==> src/pkg/nosc_cfg.svh <==
// Register offsets, field positions and constants of the oscillator block
`ifndef NOSC_CFG_SVH
`define NOSC_CFG_SVH
// Register offsets (byte index on the plain port)
`define NOSC_ADDR_W        4
`define NOSC_OFS_CON       4'h0
`define NOSC_OFS_CLK       4'h1
`define NOSC_OFS_ACCL      4'h2
`define NOSC_OFS_ACCH      4'h3
`define NOSC_OFS_ACCU      4'h4
`define NOSC_OFS_INCL      4'h5
`define NOSC_OFS_INCH      4'h6
`define NOSC_OFS_INCU      4'h7
`define NOSC_OFS_IRQF      4'h8
`define NOSC_OFS_IRQE      4'h9
// Control register fields
`define NOSC_CON_EN        7
`define NOSC_CON_OUT       5
`define NOSC_CON_POL       4
`define NOSC_CON_PFM       0
// Clock control fields
`define NOSC_CLK_PWS_HI    7
`define NOSC_CLK_PWS_LO    5
`define NOSC_CLK_CKS_HI    2
`define NOSC_CLK_CKS_LO    0
// Interrupt enable fields
`define NOSC_IRQE_IE       0
`define NOSC_IRQE_PIE      1
`define NOSC_IRQE_GIE      2
`define NOSC_IRQF_FLAG     0
// Clock select codes
`define NOSC_CKS_SYS       3'h0
`define NOSC_CKS_HFOSC     3'h1
`define NOSC_CKS_LC1       3'h2
`define NOSC_CKS_LC4       3'h5
// Widths and counts
`define NOSC_ACC_W         20
`define NOSC_EXT_CLKS      5
`define NOSC_LOAD_DELAY    2'h2
`define NOSC_ZERO8         8'h00
`endif

==> src/pkg/nosc_pkg.sv <==
// Types of the oscillator block
package nosc_pkg;
  // Complete state of the oscillator top
  typedef struct packed {
    logic        en;
    logic        pol;
    logic        pfm;
    logic [2:0]  pws;
    logic [2:0]  cks;
    logic [19:0] acc;
    logic [19:0] inc;
    logic [19:0] incbuf;
    logic [1:0]  pend;
    logic        raw;
    logic [7:0]  wcnt;
    logic        flag;
    logic        ie;
    logic        pie;
    logic        global_irq_enable;
    logic [4:0]  sync1;
    logic [4:0]  sync2;
    logic        sel_prev;
    logic        out;
    logic        irq;
    logic        keep;
    logic [7:0]  rdata;
  } nosc_state_type;
endpackage : nosc_pkg

==> src/rtl/nosc_top.sv <==
// Numerically controlled oscillator with phase accumulator and pulse/toggle output
//
// Behaviour
// - 20-bit accumulator, read and written through three byte registers.
// - Each selected input clock rising edge: accumulator plus buffered increment.
// - Adder carry out is the raw overflow event.
// - Six clock sources chosen by a 3-bit select field.
// - Select 000 system, 001 fast oscillator, 010-101 logic cells, rest reserved.
// - 20-bit increment stored low, high, upper bytes.
// - Enabled: low byte write loads buffer on second input clock edge.
// - Increment double buffered in hidden registers.
// - Disabled: increment writes reach the buffer immediately.
// - Toggle mode inverts output each overflow.
// - Pulse-mode bit zero selects toggle, one selects pulse mode.
// - Pulse mode: output active after overflow for selected periods, then inactive.
// - Pulse width from 3-bit field, ignored in toggle mode.
// - Width field n gives 2^n input clock periods.
// - Polarity bit inverts the output as last stage.
// - Polarity change with interrupts enabled raises the flag.
// - Each overflow sets the interrupt flag.
// - Request only when enable, irq, peripheral and global enables set.
// - Flag stays set until software clears it.
// - Reset clears every register to zero.
// - Keeps running in sleep on its own input clock; here all state is clocked by the system clock instead.
// - Enabled with fast oscillator selected: request it to stay running.
// - Read-only status bit shows current output.
//
// Register map on the plain port, by index
//   0  control: enable 7, output status 5 read only, polarity 4, pulse mode 0
//   1  clock control: pulse width 7:5, source select 2:0
//   2  accumulator bits 7:0
//   3  accumulator bits 15:8
//   4  accumulator bits 19:16 in the low nibble
//   5  increment bits 7:0; an enabled write here commits the whole word
//   6  increment bits 15:8
//   7  increment bits 19:16 in the low nibble
//   8  interrupt flag in bit 0; writing 0 clears it, writing 1 sets it
//   9  interrupt enables: global 2, peripheral 1, module 0
//   Other indices read zero and drop writes; spare bits read zero.
//
// Limitations
//   Foreign sources are seen two system clocks late through the
//   synchroniser, so a source must run well below half the system clock.
//   Pulse widths longer than the overflow interval give no defined output.
//   An accumulator byte written while running replaces that byte of the step.
//
// Our own choices: the register offsets and strobed register access.
`timescale 1ns/1ps
`include "nosc_cfg.svh"
module nosc_top (
  // Clock and reset
  input  wire logic                    clock,
  input  wire logic                    nrst,
  // Register port
  input  wire logic [`NOSC_ADDR_W-1:0] addr,
  input  wire logic [7:0]              wdata,
  input  wire logic                    wr_stb,
  input  wire logic                    rd_stb,
  output      logic [7:0]              rdata,
  // Clock sources from outside this domain
  input  wire logic                    internal_fast_oscillator,
  input  wire logic                    logic_cell_one_output,
  input  wire logic                    logic_cell_two_output,
  input  wire logic                    logic_cell_three_output,
  input  wire logic                    logic_cell_four_output,
  // Synthesized output and requests
  output      logic                    synth_out,
  output      logic                    irq_req,
  output      logic                    keep_fast_osc
);

  nosc_pkg::nosc_state_type s_q;
  nosc_pkg::nosc_state_type s_d;

  logic [4:0]              ext_clk;
  logic                    sel_lvl;
  logic                    tick;
  logic [`NOSC_ACC_W:0]    sum;
  logic                    carry;
  logic                    ints_on;
  logic [7:0]              width;

  assign ext_clk = {logic_cell_four_output, logic_cell_three_output,
                    logic_cell_two_output, logic_cell_one_output,
                    internal_fast_oscillator};

  // Level of the selected, already synchronised source
  always_comb begin
    sel_lvl = 1'b0;
    if (s_q.cks >= `NOSC_CKS_HFOSC && s_q.cks <= `NOSC_CKS_LC4) begin
      sel_lvl = s_q.sync2[s_q.cks - `NOSC_CKS_HFOSC];
    end
  end

  // Input clock tick: every cycle on system clock, else a synced rising edge
  assign tick = (s_q.cks == `NOSC_CKS_SYS) ? 1'b1 : (sel_lvl & ~s_q.sel_prev);
  // Adder runs free of the clock; result used only on a tick
  assign sum     = {1'b0, s_q.acc} + {1'b0, s_q.incbuf};
  assign carry   = s_q.en & tick & sum[`NOSC_ACC_W];
  // All four enables; arms the polarity interrupt
  assign ints_on = s_q.en & s_q.ie & s_q.pie & s_q.global_irq_enable;
  // 2^n periods; one tick already spent at the start
  assign width   = (8'h01 << s_q.pws) - 8'h01;

  // Next state
  always_comb begin
    s_d          = s_q;
    // Two flops on every foreign source; only the second is looked at
    s_d.sync1    = ext_clk;
    s_d.sync2    = s_q.sync1;
    s_d.sel_prev = sel_lvl;

    // Accumulator, steps on each source clock tick while enabled
    if (s_q.en && tick) begin
      s_d.acc = sum[`NOSC_ACC_W-1:0];
    end

    // Delayed buffer load after a low byte write
    if (s_q.pend != 2'h0 && tick) begin
      s_d.pend = s_q.pend - 2'h1;
      if (s_q.pend == 2'h1) begin
        s_d.incbuf = s_q.inc;
      end
    end

    // Output modes
    if (!s_q.en) begin
      s_d.raw  = 1'b0;
      s_d.wcnt = `NOSC_ZERO8;
    end else if (!s_q.pfm) begin
      if (carry) begin
        s_d.raw = ~s_q.raw;
      end
    end else if (carry) begin
      s_d.raw  = 1'b1;
      s_d.wcnt = width;
    end else if (tick && s_q.raw) begin
      if (s_q.wcnt == `NOSC_ZERO8) begin
        s_d.raw = 1'b0;
      end else begin
        s_d.wcnt = s_q.wcnt - 8'h01;
      end
    end

    // Register writes
    if (wr_stb) begin
      case (addr)
        `NOSC_OFS_CON: begin
          s_d.en  = wdata[`NOSC_CON_EN];
          s_d.pol = wdata[`NOSC_CON_POL];
          s_d.pfm = wdata[`NOSC_CON_PFM];
        end
        `NOSC_OFS_CLK: begin
          s_d.pws = wdata[`NOSC_CLK_PWS_HI:`NOSC_CLK_PWS_LO];
          s_d.cks = wdata[`NOSC_CLK_CKS_HI:`NOSC_CLK_CKS_LO];
          // A new source is never seen as an edge on its first cycle
          s_d.sel_prev = 1'b1;
        end
        `NOSC_OFS_ACCL: s_d.acc[7:0]   = wdata;
        `NOSC_OFS_ACCH: s_d.acc[15:8]  = wdata;
        `NOSC_OFS_ACCU: s_d.acc[19:16] = wdata[3:0];
        `NOSC_OFS_INCL: begin
          s_d.inc[7:0] = wdata;
          s_d.pend     = s_q.en ? `NOSC_LOAD_DELAY : 2'h0;
        end
        `NOSC_OFS_INCH: s_d.inc[15:8]  = wdata;
        `NOSC_OFS_INCU: s_d.inc[19:16] = wdata[3:0];
        `NOSC_OFS_IRQF: s_d.flag = wdata[`NOSC_IRQF_FLAG];
        `NOSC_OFS_IRQE: begin
          s_d.ie  = wdata[`NOSC_IRQE_IE];
          s_d.pie = wdata[`NOSC_IRQE_PIE];
          s_d.global_irq_enable = wdata[`NOSC_IRQE_GIE];
        end
        default: ;
      endcase
      // Disabled module: buffer follows the increment at once
      if (!s_q.en && addr >= `NOSC_OFS_INCL && addr <= `NOSC_OFS_INCU) begin
        s_d.incbuf = s_d.inc;
      end
    end

    // Polarity as last stage; status follows it
    s_d.out = s_d.raw ^ s_d.pol;

    // Hardware set wins over a software clear in the same cycle
    if (carry) begin
      s_d.flag = 1'b1;
    end
    if (ints_on && s_d.pol != s_q.pol && s_d.out != s_q.out) begin
      s_d.flag = 1'b1;
    end

    // Request and keep levels register with the state they follow
    s_d.irq  = s_d.flag & s_d.en & s_d.ie & s_d.pie & s_d.global_irq_enable;
    s_d.keep = s_d.en & (s_d.cks == `NOSC_CKS_HFOSC);

    // Read data valid the cycle after the strobe only
    s_d.rdata = `NOSC_ZERO8;
    if (rd_stb) begin
      case (addr)
        `NOSC_OFS_CON: s_d.rdata = {s_q.en, 1'b0, s_q.out, s_q.pol, 3'h0, s_q.pfm};
        `NOSC_OFS_CLK: s_d.rdata = {s_q.pws, 2'h0, s_q.cks};
        `NOSC_OFS_ACCL: s_d.rdata = s_q.acc[7:0];
        `NOSC_OFS_ACCH: s_d.rdata = s_q.acc[15:8];
        `NOSC_OFS_ACCU: s_d.rdata = {4'h0, s_q.acc[19:16]};
        `NOSC_OFS_INCL: s_d.rdata = s_q.inc[7:0];
        `NOSC_OFS_INCH: s_d.rdata = s_q.inc[15:8];
        `NOSC_OFS_INCU: s_d.rdata = {4'h0, s_q.inc[19:16]};
        `NOSC_OFS_IRQF: s_d.rdata = {7'h00, s_q.flag};
        `NOSC_OFS_IRQE: s_d.rdata = {5'h00, s_q.global_irq_enable, s_q.pie, s_q.ie};
        default:        s_d.rdata = `NOSC_ZERO8;
      endcase
    end
  end

  // State register; everything clears on reset
  always_ff @(posedge clock or negedge nrst) begin
    if (!nrst) begin
      s_q <= '0;
    end else begin
      s_q <= s_d;
    end
  end

  // Outputs come straight from the state flops
  assign rdata         = s_q.rdata;
  assign synth_out     = s_q.out;
  assign irq_req       = s_q.irq;
  assign keep_fast_osc = s_q.keep;
endmodule : nosc_top

==> config.mk <==
export PLATFORM = sky130hd
export DESIGN_NAME = nosc_top
export DESIGN_NICKNAME = d
export VERILOG_FILES = /design/src/pkg/nosc_pkg.sv /design/src/rtl/nosc_top.sv
export VERILOG_INCLUDE_DIRS = /design/src /design/src/pkg
export SDC_FILE = /design/constraint.sdc
export NUM_CORES = 1
export LEC_CHECK = 0
export ABC_AREA = 1
export BUFFER_PORTS_ARGS = -buffer_cell sky130_fd_sc_hd__buf_2
export CORE_MARGIN = 10
export CORE_UTILIZATION = 35
export CTS_CLUSTER_DIAMETER = 30
export CTS_CLUSTER_SIZE = 28
export DETAILED_ROUTE_END_ITERATION = 8
export HOLD_SLACK_MARGIN = 0.05
export SYNTH_ARGS = -nofsm -noshare
export SYNTH_HDL_FRONTEND = slang
export SYNTH_SLANG_ARGS = --single-unit
export TNS_END_PERCENT = 30
==> constraint.sdc <==
create_clock -name clock -period 2.1 [get_ports clock]
set_input_delay 0.105 -clock clock [delete_from_list [all_inputs] [get_ports clock]]
set_output_delay 0.105 -clock clock [all_outputs]
set_load 0.02 [all_outputs]
==> metrics, run 1 <==
fmax approximately 450 MHz; EDFF count, synth 0; CTS tree yes; RSZ-0062 raised after global routing yes; vias per cell a little over 5; clk_skew 0.0119 ns; Setup crit start s_q[98]; net switching power just under 6000 uW; vias in the first global route 6,412; Final Setup Violations 34; crit end category register; first-pass GRT wire length 33.6 mm; Final min period 2.21 ns; Remaining DRCs 0; Mapped Cells 899; failing checks negative setup slack; post-synthesis sequential area ratio 39.9%; synth unique cells 46; most frequent cells in the layout nand2_1 (194), buf_4 (126), inv_1 (125); syn avg cell area 7.39 um^2; multi-input logic area 3700 um^2; initial antenna violation count 0; Design Power 13,600 uW; reg2reg path depth 16; # placed instances 1,259; P per Cell Area 1520 nW/um^2; syn_nets 949; final core occ roughly 48%; # H-tree levels 3; Final Cycle Share 105%; worst min path class input port to register; Peak supply drop about 0.00054 V; leading cell type in the layout, fill and taps excluded nand2_1; Seq. cell area 2650 um^2; PortBufs 31; 1st-pass router iterations 5; Post-synth ARST share 100%; Pint slightly below 8000 uW; largest net degree at the start of global routing 53; Register-to-Register Setup Slack -0.11 ns; First DRT Iteration DRCs 529; YS warnings 0; Vias 6,664; Slew headroom 47.1%; Hold Path Depth 3; synthesized area 6650 um^2; sequential power share between 20% and 30%; Initial Utilization 35.5%; count of pins over their slew limit 0; synthesis-stage register bit count 106; Post-Place Cell Area 7940 um^2; setup slack after layout -0.108 ns; post-route ant nets 0; r2r endpoint s_q[42]; max capacitance violation total 0; Core ar. 18,700 um^2; Req. time, crit path around 2.4 ns; Clock power frac 11.8%; startpoint types register; Vert. Die Dim 158 um; outcome finished with violations; hold endpoint s_q[59]; Inserted Clock Buffers 9; WHS between 0.07 and 0.08 ns; DIE AREA 24,900 um^2; ys flop type dfrtp_1; gr usage total 17.3%; Worst-path clk slew ~0.070 ns; gpl congestion between 0.8 and 0.9; layout cell share with drive strength beyond 1 25.5%; Hold Vio Cnt, Final 0; Sink Count around 110; CP Max Fanout 5; Max Buffers Root-to-Sink 2; Static Leakage between 0.004 and 0.005 uW; sw frac 43.2%; Fillers approximately 1,900; Core Rows 50; WL/cell 16.8 um; Setup CP Type register to register; Routed WL between 20 and 25 mm; Ant. Diodes 0; Clk Latency, worst-skew pair 0.36 ns; design area 8930 um^2; Comb pwr share 64.0%; Die X 158 um; total congestion overflow 0; clock root buffer clkbuf_16; FF-to-FF Start s_q[98]; I/O pin cnt 32; nets 1,110; detailed placement HPWL 16.1 mm; Worst-Margin Slew 0.793 ns; fin cells 1,298; min-delay src wdata[2]; arrival time at the worst endpoint 2.51 ns; Layout area overhead 34.3%
cell type report:
| class | instances | share of cell area [%] |
|---|---|---|
| clock buffer | 11 | 2.72 |
| sequential | 106 | 29.7 |
| clock inverter | 4 | 0.322 |
| tap | 234 | 3.28 |
| multi-input combinational | 627 | 41.5 |
| timing repair buffer | 185 | 17.0 |
| inverter | 131 | 5.54 |
how the worst max path moves through the flow:
stage                    to  depth (start not counted)  slack (ns)
floorplan           s_q[53]                         16       -0.07
global placement    s_q[49]                         15       -0.32
detailed placement  s_q[49]                         15       -0.31
CTS                 s_q[52]                         15       -0.11
global route        s_q[42]                         16       -0.30
finish              s_q[42]                         16       -0.11
timing repair:
action	CTS	global route
pin swaps	9	15
hold buffers	12	0
endpoints found under the setup margin	52	54
setup buffers	3	3
gates cloned	1	5
gates resized for setup	40	72
hold endpoints to repair	48	0
synth_stat cells (all sizes together) (2+ instances only):
library cell    n  area share [%]
o21ai         121             9.1
a21o            2            0.23
a221oi          6            0.79
nor2           71             4.5
or2             4            0.38
o211ai          3            0.34
nand4           9            0.85
ha             28             5.3
a21oi          63             4.7
inv           129             7.3
xor2           11             1.4
nor3            9            0.68
dfrtp         106              40
a211oi          4            0.45
o21bai         10             1.1
a2111oi         3            0.40
a22oi           8            0.90
a31oi           6            0.56
o2111ai         5            0.66
o22ai          10            0.94
nand3          31             2.4
nand2         207              12
buf            18             2.1
xnor2           6            0.79
clkinv          2            0.11
nor4            2            0.19
clkbuf         18             1.0
metal layers:
layer / GRT usage, % / part of all wire (%)
met1: 23.3 / 47
met2: 27.7 / 46
met3: 3.74 / 6.2
met4: 4.32 / 1.7
met5: 0 / 0
worst max-delay path: stages (launching register included):
cell and delay (ns):
dfrtp_1 0.36, inv_2 0.07, ha_4 0.28, nand2_2 0.04
nor2_2 0.07, nor2_1 0.06, nor2_2 0.11, nand3_2 0.10
nand2_4 0.09, inv_4 0.05, or2_4 0.27, nor2_8 0.18
clkbuf_16 0.18, o21bai_1 0.06, a21oi_1 0.11, nor2_1 0.05
inv_1 0.06
per-stage QoR:
| stage | setup WS (ns) | TNS (ns) |
|---|---|---|
| 2_1_floorplan | -0.0697 | -1.00 |
| 3_3_place_gp | -0.320 | -5.71 |
| 3_5_place_dp | -0.306 | -7.43 |
| 4_1_cts | -0.107 | -1.67 |
| 5_1_grt | -0.297 | -11.05 |
| 6_report | -0.108 | -1.85 |
power by group through the flow:
stage	Sequential, uW	Combinational [uW]	Clock, uW
4_1_cts	3240	7880	1620
3_5_place_dp	3200	7400	0
6_report	3290	8700	1600
3_3_place_gp	3190	7350	0
5_1_grt	3360	9610	1700
2_1_floorplan	3060	4260	0
cells by family after synthesis:
logic type / share of synthesized area, %
AND/OR/NAND/NOR: 20.9
AO/OA/AOI/OAI: 20.9
buffers and inverters: 10.5
flip-flops: 39.9
adder cells (fa/ha/maj): 5.57
XOR/XNOR: 2.24
registers in the layout (all words and copies together), names as in the netlist:
signal         cells
irq_req            1
keep_fast_osc      1
rdata              8
s_d                5
s_q               90
synth_out          1
Power figures use the tool's default switching activity.
==> run 2, diff against run 1 <==
- ABC_AREA: 1 -> not set
==> run 2 against run 1 <==
Against the previous run: the run still ends with negative setup slack left; area after synthesis fell by 7.2%; via count fell by 17%; count of clock-buffer cells in the layout fell by 2; combinational power fell by 4.3%; worst setup slack got worse by 0.53 ns; sequential cell count did not move; register-to-register slack got worse by 0.53 ns; utilization rose by 0.66 points; die area fell by 6.3%; critical endpoint is now synth_out; largest power group unchanged.
==> metrics, run 2 <==
outcome finished with violations; failing checks negative setup slack; crit end category register; max capacitance violation total 0; most frequent cells in the layout buf_4 (109), dfrtp_1 (106), nor2_1 (85); count of pins over their slew limit 0; WHS 0.0931 ns; share of the synthesized area in the top cell type 43.0%; Comb pwr share 62.2%; Remaining DRCs 0; largest family of logic cells by synthesized area compound AO/OA/AOI/OAI gates; syn avg cell area 9.62 um^2; Routed WL 19.6 mm; clock root buffer clkbuf_16; most flop-heavy register s_q; EDFF count, synth 0; Die X about 150 um; 1st-pass router iterations 5; YS warnings 0; Worst-path clk slew around 0.080 ns; synthesized area 6170 um^2; Design Power 13,400 uW; arrival time at the worst endpoint 3.00 ns; fmax 365 MHz; Req. time, crit path 2.35 ns; worst min path class input port to register; First DRT Iteration DRCs ~400; nets 829; Hold Vio Cnt, Final 0; largest net degree at the start of global routing 48; Setup CP Type register to register; syn_nets 691; Core Rows between 40 and 50; CTS tree yes; Slew headroom a little under three fifths; Post-Synth Simple-Gate Area 15.5%; Initial Utilization 35.7%; Sink Count about 110; net switching power 5360 uW; Vias 5,555; r2r endpoint synth_out; gpl congestion 0.909; Final min period approximately 2.7 ns; Final Cycle Share 131%; total congestion overflow 0; Register-to-Register Setup Slack -0.64 ns; top cells by count, synth dfrtp_1 (106), nor2_1 (94), nand2_1 (45); ranking of synthesized cells by area dfrtp_1 (43%), mux2_2 (6.0%), nor2_1 (5.7%); ys flop type dfrtp_1; RSZ-0062 raised after global routing yes; WL/cell 19.5 um; Synth Area in Adders 6.00%; Mapped Cells 641; PortBufs 31; Worst-Margin Slew approximately 0.64 ns; Clk Latency, worst-skew pair around 0.36 ns; vias per cell around 5.5; FF-to-FF Start s_q[37]; Pint 8030 uW; P per Cell Area ~1600 nW/um^2; # H-tree levels 3; setup slack after layout -0.642 ns; post-synthesis sequential area ratio 43.0%; detailed placement HPWL approximately 14 mm; Peak supply drop 0.000783 V; Inserted Clock Buffers 9; synthesis-stage register bit count roughly 110; Synth area leader dfrtp_1; initial antenna violation count 1; Core ar. between 15,000 and 20,000 um^2; DIE AREA between 20,000 and 25,000 um^2; Post-synth ARST share 100%; Setup crit start s_q[37]; Layout area overhead 35.7%; layout cell share with drive strength beyond 1 between 30% and 40%; sequential power share 24.3%; Max Buffers Root-to-Sink 2; vias in the first global route 5,706; mux contribution to synthesized area 9.78%; complex-gate fraction of the synthesized area between 10% and 20%; Static Leakage 0.00383 uW; sw frac 40.0%; Clock power frac around 14%; post-route ant nets 0; Final Setup Violations 54; synth unique cells 59; leading cell type in the layout, fill and taps excluded buf_4; CP Capture Point synth_out; clk_skew 0.00990 ns; first-pass GRT wire length 30.7 mm; Hold Path Depth 3; startpoint types register; Fillers 1,577; most frequent cell after synthesis dfrtp_1; reg2reg path depth 13; Vert. Die Dim 153 um; XOR/XNOR share of the synthesized area around 3.8%; Largest register FFs 90; I/O pin cnt 32; gr usage total 16.0%; CP Max Fanout 3
[run 2: cell count changes after synthesis, sizes merged, moves of 23 or more]
cell   delta
nor2     +23
nand2   -161
o21ai    -88
inv     -114
mux2     +33
a21oi    -31
[run 2: power groups by stage]
stage,Sequential [uW],Combinational (uW),Clock (uW)
finish,3250,8330,1820
global route,3310,8980,1930
CTS,3210,7620,1860
detailed placement,3220,6680,0
global placement,3180,6520,0
floorplan,3090,4050,0
[run 2: timing repair]
action	CTS	global route
buffers inserted	20	9
cloned	2	1
gates resized for setup	63	41
hold buffers	6	0
setup endpoints to repair	54	54
hold endpoints to repair	50	0
pin swaps	33	27
[run 2: area by class of cell]
cell class	count	area, um^2	area share (%)
multi-input combinational	479	3740	44.7
sequential	106	2650	31.7
timing repair buffer	168	1320	15.8
tap	225	282	3.36
clock buffer	9	225	2.69
clock inverter	7	88.8	1.06
inverter	15	56.3	0.673
antenna	1	2.50	0.0299
[run 2: cell families (layout without fill, tap and decap cells)]
| logic type | Yosys count | after routing |
|---|---|---|
| flip-flops | 106 | 106 |
| buffers and inverters | 56 | 199 |
| AO/OA/AOI/OAI | 163 | 163 |
| XOR/XNOR | 26 | 26 |
| other | 0 | 1 |
| multiplexers | 52 | 52 |
| AND/OR/NAND/NOR | 209 | 209 |
| adder cells (fa/ha/maj) | 29 | 29 |
[run 2: worst min-delay path by stage]
stage | startpoint | to | slack, ns
after global routing | wdata[5] | s_q[42] | 0.10
after global placement | nrst | s_q[32] | 0.16
after floorplan | nrst | irq_req | -0.19
final | wdata[5] | s_q[42] | 0.09
after CTS | wdata[5] | s_q[42] | 0.08
after detailed placement | nrst | s_q[30] | 0.17
[run 2: worst max-delay path: stages, from the launching register on]
cell	delay, ns
dfrtp_1	0.38
ha_2	0.20
fa_2	0.24
a211oi_4	0.07
o21a_1	0.21
or3_4	0.40
a21oi_2	0.15
o21bai_1	0.07
buf_4	0.16
mux2i_4	0.19
buf_4	0.15
buf_6	0.10
buf_4	0.13
xor2_2	0.16
[run 2: metal layers]
layer	global-route usage [%]	part of all wire, %	up-vias
met5	0	0	-
li1	-	-	2587
met2	26.6	48	172
met1	20.4	45	2764
met4	5.72	2.7	0
met3	2.60	3.9	32
[run 2: metrics by stage]
step / instances / instance area (um^2) / setup WS (ns) / TNS [ns] / utilization, %
after CTS: 1005 / 8130 / -0.576 / -17.69 / 47.0
after detailed placement: 962 / 7340 / -0.592 / -18.74 / 42.4
after floorplan: 641 / 6300 / -0.376 / -5.57 / -
after global placement: 962 / 7340 / -0.503 / -16.81 / 42.4
after global routing: 1010 / 8370 / -0.760 / -27.34 / 48.4
final: 1010 / 8370 / -0.642 / -20.77 / 48.4
